### config.mk
export PLATFORM = sky130hd
export DESIGN_NAME = rcr_register_slice
export DESIGN_NICKNAME = d
export VERILOG_FILES = /design/src/design/rcr_amp_pin.v /design/src/design/rcr_register_slice.v
export VERILOG_INCLUDE_DIRS = /design/src /design/src/design
export SDC_FILE = /design/constraint.sdc
export NUM_CORES = 1
export LEC_CHECK = 0
export ABC_AREA = 1
export BUFFER_PORTS_ARGS = -buffer_cell sky130_fd_sc_hd__buf_2
export CORE_UTILIZATION = 49
export CTS_CLUSTER_DIAMETER = 30
export CTS_CLUSTER_SIZE = 8
export DETAILED_ROUTE_END_ITERATION = 8
export PLACE_DENSITY = 0.81
export REMOVE_ABC_BUFFERS = 1
export SYNTH_ARGS = -nofsm -noshare
export SYNTH_HDL_FRONTEND = slang
export SYNTH_SLANG_ARGS = --single-unit
### constraint.sdc
create_clock -name i_clk -period 1.65 [get_ports i_clk]
set_input_delay 0.165 -clock i_clk [delete_from_list [all_inputs] [get_ports i_clk]]
set_output_delay 0.165 -clock i_clk [all_outputs]
set_load 0.03 [all_outputs]
### src/design/rcr_map.vh
`ifndef RCR_MAP_VH
`define RCR_MAP_VH

// Register offsets
`define RCR_ADDR_THR_LOW     7'h19
`define RCR_ADDR_THR_HIGH    7'h1A
`define RCR_ADDR_WAKE_EN     7'h1C
`define RCR_ADDR_WAKE_STAT   7'h1D
`define RCR_ADDR_ANALOG      7'h20
`define RCR_ADDR_CHANNEL     7'h21
`define RCR_ADDR_MID_FIRST   7'h3C
`define RCR_ADDR_MID_LAST    7'h3F

// Reset values
`define RCR_RST_THR_LOW      8'h08
`define RCR_RST_THR_HIGH     8'h38
`define RCR_RST_WAKE_EN      8'h00
`define RCR_RST_WAKE_STAT    8'h01
`define RCR_RST_ANALOG       8'h00
`define RCR_RST_CHANNEL      8'h00

// Field positions
`define RCR_BIT_WAKE         0
`define RCR_BIT_AGC_OVR      6
`define RCR_BIT_MID_EN       5
`define RCR_BIT_AMP_OE       2
`define RCR_BIT_AMP_INV      1
`define RCR_BIT_SOFT_RST     0
`define RCR_BIT_AN_SEL       7

// Writable masks (reserved bits stay zero)
`define RCR_MASK_THR         8'h7F
`define RCR_MASK_WAKE_EN     8'h01
`define RCR_MASK_ANALOG      8'h66
`define RCR_MASK_CHANNEL     8'hFF

// Channel mapping: value 1 is 2402 MHz, 1 MHz spacing
`define RCR_CHAN_BASE_MHZ    12'd2401
`define RCR_CHAN_MAX         7'd79

`endif

### src/design/rcr_amp_pin.v
`timescale 1ns/1ps
// External amplifier control pin driver
module rcr_amp_pin (
	// Control
	input  wire i_clk,
	input  wire i_sys_rst,
	input  wire i_amp_output_enable,
	input  wire i_amp_invert,
	input  wire i_amp_active,
	// Pin
	output reg  o_ext_amp_control_pin,
	output reg  o_ext_amp_control_pin_oe
);

	// RL9 RL10 pin drive, polarity
	always @(posedge i_clk or posedge i_sys_rst) begin
		if (i_sys_rst) begin
			o_ext_amp_control_pin    <= 1'b0;
			o_ext_amp_control_pin_oe <= 1'b0;
		end else begin
			o_ext_amp_control_pin_oe <= i_amp_output_enable;
			o_ext_amp_control_pin    <= i_amp_output_enable & (i_amp_active ^ i_amp_invert);
		end
	end

endmodule // rcr_amp_pin

### src/design/rcr_register_slice.v
`timescale 1ns/1ps
// Summary of operation
// RL1: Seven-bit high threshold in bits 6:0 sets matches needed for a one.
// RL2: Perfect reception counts 64 or 32; 0x38 allows eight bad chips.
// RL3: High and low thresholds together set one and zero decision levels.
// RL4: Host writes zeros to reserved bits.
// RL5: Wake interrupt raised on wakeup condition, gated by enable bit 0.
// RL6: Wake status bit 0 resets to one, cleared by reading it.
// RL7: Analog bit 6 hands AGC and RSSI control to override registers.
// RL8: Manufacturing ID readable only while analog bit 5 is set.
// RL9: Analog bit 2 enables the external amplifier control pin.
// RL10: Analog bit 1 selects pin polarity; one is active low.
// RL11: Host never changes amplifier enable and polarity in one write.
// RL12: Writing one to analog bit 0 resets all registers, then self-clears.
// RL13: Channel bit 7 selects A and N counters, else 7-bit channel field.
// RL14: Channel 1 maps to 2402 MHz, 79 to 2480 MHz, 1 MHz steps.
// RL15: Wake interrupt is status AND enable, drops cycle after clearing read.
// RL16: Reserved bits read back as zero.
`include "rcr_map.vh"
module rcr_register_slice #(
	parameter THR_W  = 7,
	parameter CHIP_W = 7,
	parameter MID_W  = 32
) (
	// Clock and reset
	input  wire              i_clk,
	input  wire              i_sys_rst,
	// Register port
	input  wire [6:0]        i_reg_addr,
	input  wire              i_reg_wr,
	input  wire [7:0]        i_reg_wdata,
	input  wire              i_reg_rd,
	output reg  [7:0]        o_reg_rdata,
	// Correlator
	input  wire [CHIP_W-1:0] i_corr_match_count,
	input  wire              i_corr_count_valid,
	output reg               o_corr_bit_valid,
	output reg               o_corr_bit,
	output wire [THR_W-1:0]  o_thr_high,
	output wire [THR_W-1:0]  o_thr_low,
	// Wake
	input  wire              i_wake_event,
	output wire              o_wake_irq,
	// Analog controls
	output wire              o_agc_override,
	output wire              o_mid_power_en,
	input  wire [MID_W-1:0]  i_mid_value,
	input  wire              i_amp_active,
	output wire              o_ext_amp_control_pin,
	output wire              o_ext_amp_control_pin_oe,
	output wire              o_soft_reset,
	// Synthesizer source
	output wire              o_synth_use_an,
	output wire [6:0]        o_channel,
	output wire [11:0]       o_channel_mhz
);

	reg [7:0] thr_low_r;
	reg [7:0] thr_high_r;
	reg [7:0] wake_en_r;
	reg [7:0] wake_stat_r;
	reg [7:0] analog_r;
	reg [7:0] channel_r;
	reg       soft_rst_r;
	reg [7:0] rdata_nxt;
	wire      wr_analog;
	wire      rd_wake;

	assign wr_analog = i_reg_wr && (i_reg_addr == `RCR_ADDR_ANALOG);
	assign rd_wake   = i_reg_rd && (i_reg_addr == `RCR_ADDR_WAKE_STAT);

	// RL12 self-clearing reset pulse
	always @(posedge i_clk or posedge i_sys_rst) begin
		if (i_sys_rst) begin
			soft_rst_r <= 1'b0;
		end else begin
			soft_rst_r <= wr_analog & i_reg_wdata[`RCR_BIT_SOFT_RST];
		end
	end
	assign o_soft_reset = soft_rst_r;

	// Writable registers, reserved bits masked
	always @(posedge i_clk or posedge i_sys_rst) begin
		if (i_sys_rst) begin
			thr_low_r  <= `RCR_RST_THR_LOW;
			thr_high_r <= `RCR_RST_THR_HIGH;
			wake_en_r  <= `RCR_RST_WAKE_EN;
			analog_r   <= `RCR_RST_ANALOG;
			channel_r  <= `RCR_RST_CHANNEL;
		end else if (soft_rst_r) begin
			// RL12 restore defaults
			thr_low_r  <= `RCR_RST_THR_LOW;
			thr_high_r <= `RCR_RST_THR_HIGH;
			wake_en_r  <= `RCR_RST_WAKE_EN;
			analog_r   <= `RCR_RST_ANALOG;
			channel_r  <= `RCR_RST_CHANNEL;
		end else if (i_reg_wr) begin
			case (i_reg_addr)
				`RCR_ADDR_THR_LOW: begin
					thr_low_r <= i_reg_wdata & `RCR_MASK_THR;
				end
				// RL1 high threshold store
				`RCR_ADDR_THR_HIGH: begin
					thr_high_r <= i_reg_wdata & `RCR_MASK_THR;
				end
				// RL16 reserved masked
				`RCR_ADDR_WAKE_EN: begin
					wake_en_r <= i_reg_wdata & `RCR_MASK_WAKE_EN;
				end
				`RCR_ADDR_ANALOG: begin
					analog_r <= i_reg_wdata & `RCR_MASK_ANALOG;
				end
				// RL13 channel register
				`RCR_ADDR_CHANNEL: begin
					channel_r <= i_reg_wdata & `RCR_MASK_CHANNEL;
				end
				default: begin
					thr_low_r <= thr_low_r;
				end
			endcase
		end
	end

	// RL6 wake status, set wins over read-clear
	always @(posedge i_clk or posedge i_sys_rst) begin
		if (i_sys_rst) begin
			wake_stat_r <= `RCR_RST_WAKE_STAT;
		end else if (soft_rst_r) begin
			wake_stat_r <= `RCR_RST_WAKE_STAT;
		end else if (i_wake_event) begin
			wake_stat_r <= `RCR_RST_WAKE_STAT;
		end else if (rd_wake) begin
			wake_stat_r <= 8'h00;
		end
	end

	// RL5 RL15 gated wake interrupt
	assign o_wake_irq = wake_stat_r[`RCR_BIT_WAKE] & wake_en_r[`RCR_BIT_WAKE];

	// Read mux
	always @* begin
		rdata_nxt = 8'h00;
		case (i_reg_addr)
			`RCR_ADDR_THR_LOW:   rdata_nxt = thr_low_r;
			`RCR_ADDR_THR_HIGH:  rdata_nxt = thr_high_r;
			`RCR_ADDR_WAKE_EN:   rdata_nxt = wake_en_r;
			`RCR_ADDR_WAKE_STAT: rdata_nxt = wake_stat_r;
			`RCR_ADDR_ANALOG:    rdata_nxt = analog_r;
			`RCR_ADDR_CHANNEL:   rdata_nxt = channel_r;
			default: begin
				// RL8 gated ID read
				if (analog_r[`RCR_BIT_MID_EN] && i_reg_addr >= `RCR_ADDR_MID_FIRST
					&& i_reg_addr <= `RCR_ADDR_MID_LAST) begin
					rdata_nxt = i_mid_value[{i_reg_addr[1:0], 3'b000} +: 8];
				end
			end
		endcase
	end

	// Registered read data
	always @(posedge i_clk or posedge i_sys_rst) begin
		if (i_sys_rst) begin
			o_reg_rdata <= 8'h00;
		end else if (i_reg_rd) begin
			o_reg_rdata <= rdata_nxt;
		end
	end

	// RL3 RL2 correlator decision
	always @(posedge i_clk or posedge i_sys_rst) begin
		if (i_sys_rst) begin
			o_corr_bit_valid <= 1'b0;
			o_corr_bit       <= 1'b0;
		end else begin
			o_corr_bit_valid <= 1'b0;
			if (i_corr_count_valid) begin
				if (i_corr_match_count >= thr_high_r[CHIP_W-1:0]) begin
					o_corr_bit_valid <= 1'b1;
					o_corr_bit       <= 1'b1;
				end else if (i_corr_match_count <= thr_low_r[CHIP_W-1:0]) begin
					o_corr_bit_valid <= 1'b1;
					o_corr_bit       <= 1'b0;
				end
			end
		end
	end

	assign o_thr_high = thr_high_r[THR_W-1:0];
	assign o_thr_low  = thr_low_r[THR_W-1:0];

	// RL7 AGC override
	assign o_agc_override = analog_r[`RCR_BIT_AGC_OVR];
	assign o_mid_power_en = analog_r[`RCR_BIT_MID_EN];

	// RL13 RL14 synthesizer source
	assign o_synth_use_an = channel_r[`RCR_BIT_AN_SEL];
	assign o_channel      = channel_r[6:0];
	assign o_channel_mhz  = channel_r[`RCR_BIT_AN_SEL] ? 12'h000 : (`RCR_CHAN_BASE_MHZ + {5'b00000, channel_r[6:0]});

	// RL9 RL10 amplifier pin
	rcr_amp_pin u_amp (
		.i_clk                    (i_clk),
		.i_sys_rst                (i_sys_rst),
		.i_amp_output_enable      (analog_r[`RCR_BIT_AMP_OE]),
		.i_amp_invert             (analog_r[`RCR_BIT_AMP_INV]),
		.i_amp_active             (i_amp_active),
		.o_ext_amp_control_pin    (o_ext_amp_control_pin),
		.o_ext_amp_control_pin_oe (o_ext_amp_control_pin_oe)
	);

endmodule // rcr_register_slice

After elaboration in Yosys (flattened, before gate mapping)
Index checks and enable logic that the tools add are counted.

Add/sub/neg operators: 1. Order comparisons: 4. Equality and inequality tests: 6. Shift operators: 1. Mux-type cells: 26. Bitwise gates (word level): 4. Reductions and logical operators: 18.

Operators by type and width (number): $mux 8 (19); $pmux 8 s6 (1); $shiftx 32x6->8 (1); $eq 7x5->1 const B (4); $eq 7x6->1 const B (2); $reduce_bool 2->1 (7); $add 12x7->12 const A (1); $mux 12 (1); $reduce_and 2->1 (6); $ge 7x6->1 const B (1); $ge 7x7->1 (1); $le 7x6->1 const B (1); $le 7x7->1 (1); $mux 1 (5); $logic_and 1x1->1 (4); $and 1x1->1 (3); $reduce_bool 3->1 (1); $xor 1x1->1 (1).

Register bits: 61. Input port bits: 61. Logic and storage cells: 72.

Depth between registers and ports, before layout
Gate-level depths: netlist (run 1).

Depth after elaboration: 5. Gate-level depth with buffers: 10. Depth with buffers taken out: 10.

Modules after synthesis
A second synthesis (run 1) with hierarchy kept.

Cells, all modules: 384. Area total of the unflattened synthesis: 2776.4 sq um.

Modules (own cells, without submodules): rcr_register_slice (times used 1, cells each 377, area an instance 2707.6 sq um, seq. area each 982.2 sq um); rcr_amp_pin (times used 1, cells each 7, area an instance 68.8 sq um, seq. area each 50.0 sq um).

Least setup slack after synthesis (run 1)
No wires, ideal clock.

Path kind: register to output. From: register channel_r[1]. To: output o_channel_mhz[6]. Data arrival time: 1.551 ns. Required time: 1.485 ns. Setup slack: -0.066 ns. Stages on the path, launching flop included: 8. Buffers on the path: 0. Path through: dfrtp_1 ha_1 nand2_1 inv_1 nand3_1 nand3_1 nand2_1 nor2_1.

Longest elaborated chain between the ends: 2.

RTL lines: from (decl) (RTL line rcr_register_slice.v:63) `reg [7:0] channel_r;`; from (signal assigned) (RTL line rcr_register_slice.v:89) `` channel_r <= `RCR_RST_CHANNEL; ``; from (signal assigned) (RTL line rcr_register_slice.v:96) `` channel_r <= `RCR_RST_CHANNEL; ``; from (signal assigned) (RTL line rcr_register_slice.v:115) `` channel_r <= i_reg_wdata & `RCR_MASK_CHANNEL; ``; $add 12x7->12 (no line); $mux 12 (RTL line rcr_register_slice.v:198) `` assign o_channel_mhz = channel_r[`RCR_BIT_AN_SEL] ? 12'h000 : (`RCR_CHAN_BASE_MHZ + {5'b00000, channel_r[6:0]} ... ``; to (decl) (RTL line rcr_register_slice.v:55) `output wire [11:0] o_channel_mhz`.

No other way between the ends.

Worst setup path in the final report (run 1)
Same ends and word-level chain as after synthesis.

==> reports/results.ini, run 1 <==
[yosys]
ys.flop_type=dfrtp_1
synth_adder_area_share_pct=6.88
yosys_register_bits=41
yosysMostFrequentCell=nand2_1
synth-edff-count=0
synth_compound_area_share_pct=12.6
synthMuxAreaShare_pct=0
synth_top_family_by_area=simple AND/OR/NAND/NOR gates
synth_top_area_share_pct=33.0
ys_top_cells_by_area=dfrtp_1 (33%), nand2_1 (19%), ha_1 (6.9%)
async_flop_share_pct=100
synth_cells=381
synth_cell_types=31
synth_commonest_cells=nand2_1 (136), dfrtp_1 (36), inv_1 (36)
avgSynthCellArea_um2=7.16
synth_top_cell_by_area=dfrtp_1
yosysSeqAreaShare_pct=37.9
yosysWarnings=0
synth-simple-area-share_pct=34.6
synthXorXnorAreaFrac_pct=0
netlist_area_mm2=0.00273

[sta]
setup_tns_ns=-0.0396
fin_crit_sh_pct=102
slew_viol_final=0
final.min_clock_period_ns=1.68
slew_headroom_pct=64.9
finClkSkew_ns=0.00575
setup_ws_ns=-0.0330
hold_viol_final=28
worst_slew_pin_slew_ns=0.527
setup_viol=2
fmax_mhz=594
hold_slack_ns=-0.0130
rsz0062_at_grt=yes

[pwr]
power_w=0.00290
p_comb_share_pct=35.6
p_int_w=0.00176
switchingPower_w=0.00113
switching_share_pct=39.1
peakVddDrop_mv=0.564
pwr_density_cell_mw_per_mm2=819
p_seq_share_pct=42.0
clkPwrFrac_pct=22.4
cellLeakagePower_nw=1.96

[cells_and_area]
final_net_count=580
fillers=459
diodes=0
final_util_pct=67.6
drive_gt1_share_pct=33.7
stdcell_count=575
syn_to_final_growth_pct=29.8
design_area_mm2=0.00354

[grt]
grt_max_degree=42
grt_pass1_wl_um=13100
grt_use_total_pct=27.8
grt.overflow.total=0
grt_pass1_vias=2878
antenna_found_initial=0

[clock_network]
clkTransAtPathRegs_ns=0.08
clockBufferDepth=2
numCtsBuffers=5
htreeDepth=2
clkLatencyLatePin_ns=0.29
cts_root_buf=clkbuf_8
cts_tree=yes
clock_sinks=41
cts_hold_buffers=0

[outcome]
status=complete, but fails checks
violations=negative hold slack, negative setup slack

[routing]
vias=2972
drtAntennaViolNets=0
drt_iter0_markers=237
route.detailed.drc=0
routedWlPerCell_um=13.8
drt-total-wl_um=7920
viasPerCell=5.17
firstDrtPassIters=4

[place]
place.gp.congestion=0.858
numPortBuffers=108
dpl.hpwl_um=6050
place_area_mm2=0.00337
placed_cells=561

[worst_setup_path]
path_cells=ha_2 -> nand2_2 -> inv_2 -> nand3_4 -> nand3_2 -> nand2_1 -> nor2_1 -> buf_4
crit_slowest_cell=dfrtp_1
cp-end-kind=output pin
start_kind=flip-flop
crit_fanout=4
critPathRequiredTime_ns=1.48
crit_family=flip-flops
arrival_ns=1.52
path_buf_inv=2
slowest_delay_ns=0.41
criticalPathCategory=flip-flop to output pin

[floorplanning]
core_area_mm2=0.00524
die_area_mm2=0.00587
die_y_um=76.6
die_w_um=76.6
ios=111
rows=26
initial_utilization_pct=52.1

[hold_path]
hp-class=input port to async pin

[run]
cap_violations=0

-- area by class of cell --
cell class              count  area (um^2)  area share (%)
inverters                  42          158            4.45
flip-flops and latches     41         1030            29.2
well taps                  70         87.6            2.47
multi-input cells         291         1510            42.7
repair buffers            123          667            18.8
clock inverters             1         5.00           0.141
clock buffers               7         76.3            2.16
-- tightest hold or removal path, cell delays in order --
cell,delay [ns]
buf_2,0.09
inv_1,0.04
buf_4,0.44
-- placed cells by master (no fill, tap or decap), types with 3 or more instances in the layout --
master,Yosys,routed
a21oi_1,8,8
buf_4,5,18
o21ai_1,9,9
ha_1,15,14
clkbuf_8,0,5
nand4_1,9,9
inv_2,6,9
nand2_1,136,135
inv_1,36,33
buf_2,1,104
nor2_4,4,5
o21ai_0,25,25
nand2_2,2,3
nor2_1,28,27
o21ai_2,7,7
nand3_1,33,31
dfrtp_1,36,35
dfstp_2,5,5
-- kinds of logic after synthesis --
| kind of cell | Yosys count |
|---|---|
| compound gates | 56 |
| fa+ha+maj | 15 |
| buf+inv | 50 |
| flops | 41 |
| other cells | 1 |
| simple gates | 218 |
-- worst paths after layout --
path                                                start                                        to  slack [ns]  depth (start not counted)
worst min register to register    analog_r[2]$_DFFE_PP0P_  u_amp.o_ext_amp_control_pin_oe$_DFF_PP0_        0.45                          0
worst max register to register  thr_high_r[4]$_DFFE_PP1P_                    o_corr_bit$_DFFE_PP0P_        0.15                          8
max in group asynchronous                       i_sys_rst                  channel_r[3]$_DFFE_PP0P_        1.28                          3
min in group i_clk                           i_wake_event                wake_stat_r[0]$_DFFE_PP1P_        0.07                          2
worst min-delay path                            i_sys_rst                   analog_r[6]$_DFFE_PP0P_       -0.01                          3
worst max-delay path             channel_r[1]$_DFFE_PP0P_                          o_channel_mhz[6]       -0.03                          8
-- metal layers --
layer / vias to the layer above / GRT usage [%] / wire length (um)
met4: 0 / 7.12 / 104
li1: 1483 / - / -
met1: 1353 / 35.4 / 3390
met2: 124 / 48.5 / 3860
met3: 12 / 5.15 / 564
met5: - / 0 / 0
-- sequential cells by signal, summed over array words and instances, names as in the netlist --
| name | count |
|---|---|
| o_soft_reset | 1 |
| u_amp.o_ext_amp_control_pin | 1 |
| analog_r | 4 |
| wake_stat_r | 1 |
| u_amp.o_ext_amp_control_pin_oe | 1 |
| channel_r | 8 |
| o_reg_rdata | 8 |
| thr_high_r | 7 |
| o_corr_bit | 1 |
| thr_low_r | 7 |
| wake_en_r | 1 |
| o_corr_bit_valid | 1 |
-- per-stage QoR --
stage	hold slack, ns	worst slack, ns
2_1_floorplan	0.267	-0.215
3_3_place_gp	0.315	0.171
3_5_place_dp	0.321	0.145
4_1_cts	0.00776	-0.0174
5_1_grt	0.0386	-0.145
6_report	-0.0130	-0.0330
-- power groups by stage --
| stage | logic, W | registers (W) | clock network [W] |
|---|---|---|---|
| finish | 0.00103 | 0.00122 | 0.000649 |
| global route | 0.00113 | 0.00123 | 0.000692 |
| CTS | 0.00102 | 0.00121 | 0.000649 |
| detailed placement | 0.000985 | 0.00123 | 0 |
| global placement | 0.000959 | 0.00123 | 0 |
| floorplan | 0.000452 | 0.00140 | 0 |
-- what timing repair did --
action,CTS,global route
pin swaps,1,4
resized for setup,7,10
setup buffers,4,2
endpoints found under the setup margin,3,6
Note: power is estimated with default switching activity, not from simulation.
==> inputs of run 2 (changes only) <==
GPL_TIMING_DRIVEN = 0   (was not set)
SETUP_SLACK_MARGIN = 0.15   (was not set)
==> reports/results.ini, run 2 (synthesis gave the netlist of run 1 again) <==
[pwr]
peakVddDrop_mv=0.617  ; +9.2%
p_seq_share_pct=37.5  ; -4.5 points
cellLeakagePower_nw=2.01  ; +2.4%
switching_share_pct=37.1  ; -2.0 points
p_int_w=0.00204  ; +16%
switchingPower_w=0.00121  ; +6.5%
clkPwrFrac_pct=26.1  ; +3.7 points
pwr_density_cell_mw_per_mm2=874  ; +6.7%
p_comb_share_pct=36.4  ; +0.8 points
power_w=0.00325  ; +12%

[floorplanning]
core_area_mm2=0.00524  ; unchanged
die_w_um=76.6  ; unchanged
die_area_mm2=0.00587  ; unchanged
ios=111  ; unchanged
rows=26  ; unchanged
initial_utilization_pct=52.1  ; unchanged
die_y_um=76.6  ; unchanged

[worst_setup_path]
cp-end-kind=output pin
startpoint=channel_r[0]$_DFFE_PP0P_
arrival_ns=1.62  ; +0.10 ns
criticalPathCategory=flip-flop to output pin
start_kind=flip-flop
critPathRequiredTime_ns=1.48  ; about the same
slowest_delay_ns=0.45  ; +0.04 ns
crit_slowest_cell=dfrtp_1
r2r-start=thr_high_r[4]$_DFFE_PP1P_
path_buf_inv=2  ; unchanged
path_cells=nand3_2 -> nor2_1 -> nand2_1 -> inv_2 -> o21ai_1 -> a21oi_1 -> buf_4
crit_fanout=3  ; -1
crit_family=flip-flops

[clock_network]
cts_hold_buffers=0  ; unchanged
numCtsBuffers=5  ; unchanged
cts_root_buf=clkbuf_8
clockBufferDepth=2  ; unchanged
clkLatencyLatePin_ns=0.30  ; about the same
htreeDepth=2  ; unchanged
clkTransAtPathRegs_ns=0.08  ; about the same
cts_tree=yes
clock_sinks=41  ; unchanged

[cells_and_area]
drive_gt1_share_pct=38.3  ; +4.6 points
final_util_pct=71.1  ; +3.5 points
syn_to_final_growth_pct=36.5
mostFrequentLayoutCells=nand2_1 (132), buf_2 (101), dfrtp_1 (34), nand3_1 (30), inv_1 (27)
multi_input_area_mm2=0.00163  ; +7.7%
seq_area_mm2=0.00103  ; +0.12%
fillers=413  ; -10%
final_net_count=582  ; +0.34%
reg_top3=channel_r (8), o_reg_rdata (8)
diodes=0  ; unchanged
layout_commonest_cell=nand2_1

[routing]
drtAntennaViolNets=0  ; unchanged
routedWlPerCell_um=14.5  ; +5.4%
route.detailed.drc=0  ; unchanged
wl_met2_um=4180  ; +8.3%
met1_length_um=3440  ; +1.5%
drt-total-wl_um=8370  ; +5.8%
routed-wl-met3_um=549  ; -2.7%
firstDrtPassIters=4  ; unchanged
drt_iter0_markers=155  ; -35%
viasPerCell=5.35  ; +3.4%
vias=3085  ; +3.8%
top_layer=met4

[sta]
finClkSkew_ns=0.00333  ; -0.00243 ns
hold_viol_final=0  ; -100%
setup_ws_ns=-0.140  ; -0.107 ns
hold_slack_ns=0.0365  ; +0.0495 ns
fmax_mhz=559  ; -6.0%
fin_crit_sh_pct=108  ; +6.5 points
slew_headroom_pct=42.6  ; -22 points
setup_viol=2  ; unchanged
final.min_clock_period_ns=1.79  ; +0.107 ns
rsz0062_at_grt=yes
worst_slew_pin_slew_ns=0.859  ; +0.333 ns
slew_viol_final=0  ; unchanged

[place]
numPortBuffers=108  ; unchanged
post-place-ws_ns=0.0726  ; -0.0726 ns
place.gp.congestion=0.846  ; -1.3%
dpl.hpwl_um=5930  ; -2.1%

[grt]
grt_use_total_pct=28.4  ; +0.59 points
grt_pass1_vias=2953  ; +2.6%
grt.overflow.total=0  ; unchanged
grt_pass1_wl_um=13300  ; +1.5%
grt_max_degree=42  ; unchanged
antenna_found_initial=0  ; unchanged

[run]
cap_violations=0  ; unchanged

[outcome]
violations=negative setup slack
status=complete, but fails checks

[hold_path]
hp-class=input port to async pin

run 2: changes by cell type in the layout (fill, tap and decap cells not counted), moves of 3 or more:
| cell | previous run | this run |
|---|---|---|
| buf_4 | 18 | 23 |
| buf_2 | 104 | 101 |
| inv_4 | 0 | 3 |
| nand2_1 | 135 | 132 |
| inv_2 | 9 | 12 |
| ha_4 | 0 | 5 |
| inv_1 | 33 | 27 |
| ha_1 | 14 | 9 |
run 2: power groups by stage:
stage                     clock network, W  registers (W)  logic, W
after floorplan                          0        0.00140  0.000452
after global placement                   0        0.00123  0.000927
after detailed placement                 0        0.00124  0.000954
after CTS                         0.000854        0.00122   0.00103
after global routing              0.000898        0.00123   0.00128
final                             0.000850        0.00122   0.00118
run 2: cell type report:
class	count	area share, %
clock buffer	7	2.32
clock inverter	1	0.807
inverter	42	4.44
multi-input combinational	291	43.8
sequential	41	27.8
tap	70	2.35
timing repair buffer	125	18.5
run 2: final timing paths:
path	cells past startpoint	slack [ns]	end
max	7	-0.14	o_channel_mhz[5]
min	2	0.04	thr_high_r[2]$_DFFE_PP0P_
max reg2reg	8	0.15	o_corr_bit_valid$_DFF_PP0_
min reg2reg	0	0.45	u_amp.o_ext_amp_control_pin_oe$_DFF_PP0_
max in group asynchronous	2	1.02	channel_r[7]$_DFFE_PP0P_
min in group i_clk	2	0.07	wake_stat_r[0]$_DFFE_PP1P_
run 2: metal layers:
metal  track usage [%]  up-vias
met5                 0        -
met4              7.31        0
met3              5.63       28
met2              51.2      133
met1              34.5     1440
li1                  -     1484
run 2: timing repair:
item | 4_1_cts | 5_1_grt
buffers inserted | 7 | 10
setup endpoints to repair | 16 | 9
pin swaps | 3 | 10
gates resized for setup | 17 | 33
run 2: through the flow:
step           setup TNS [ns]  cells  instance area, um^2
3_3_place_gp                0    552                 3300
6_report               -0.211    577                 3720
3_5_place_dp                0    552                 3300
2_1_floorplan          -0.641    374                 2670
5_1_grt                -0.503    577                 3720
4_1_cts                     0    567                 3530
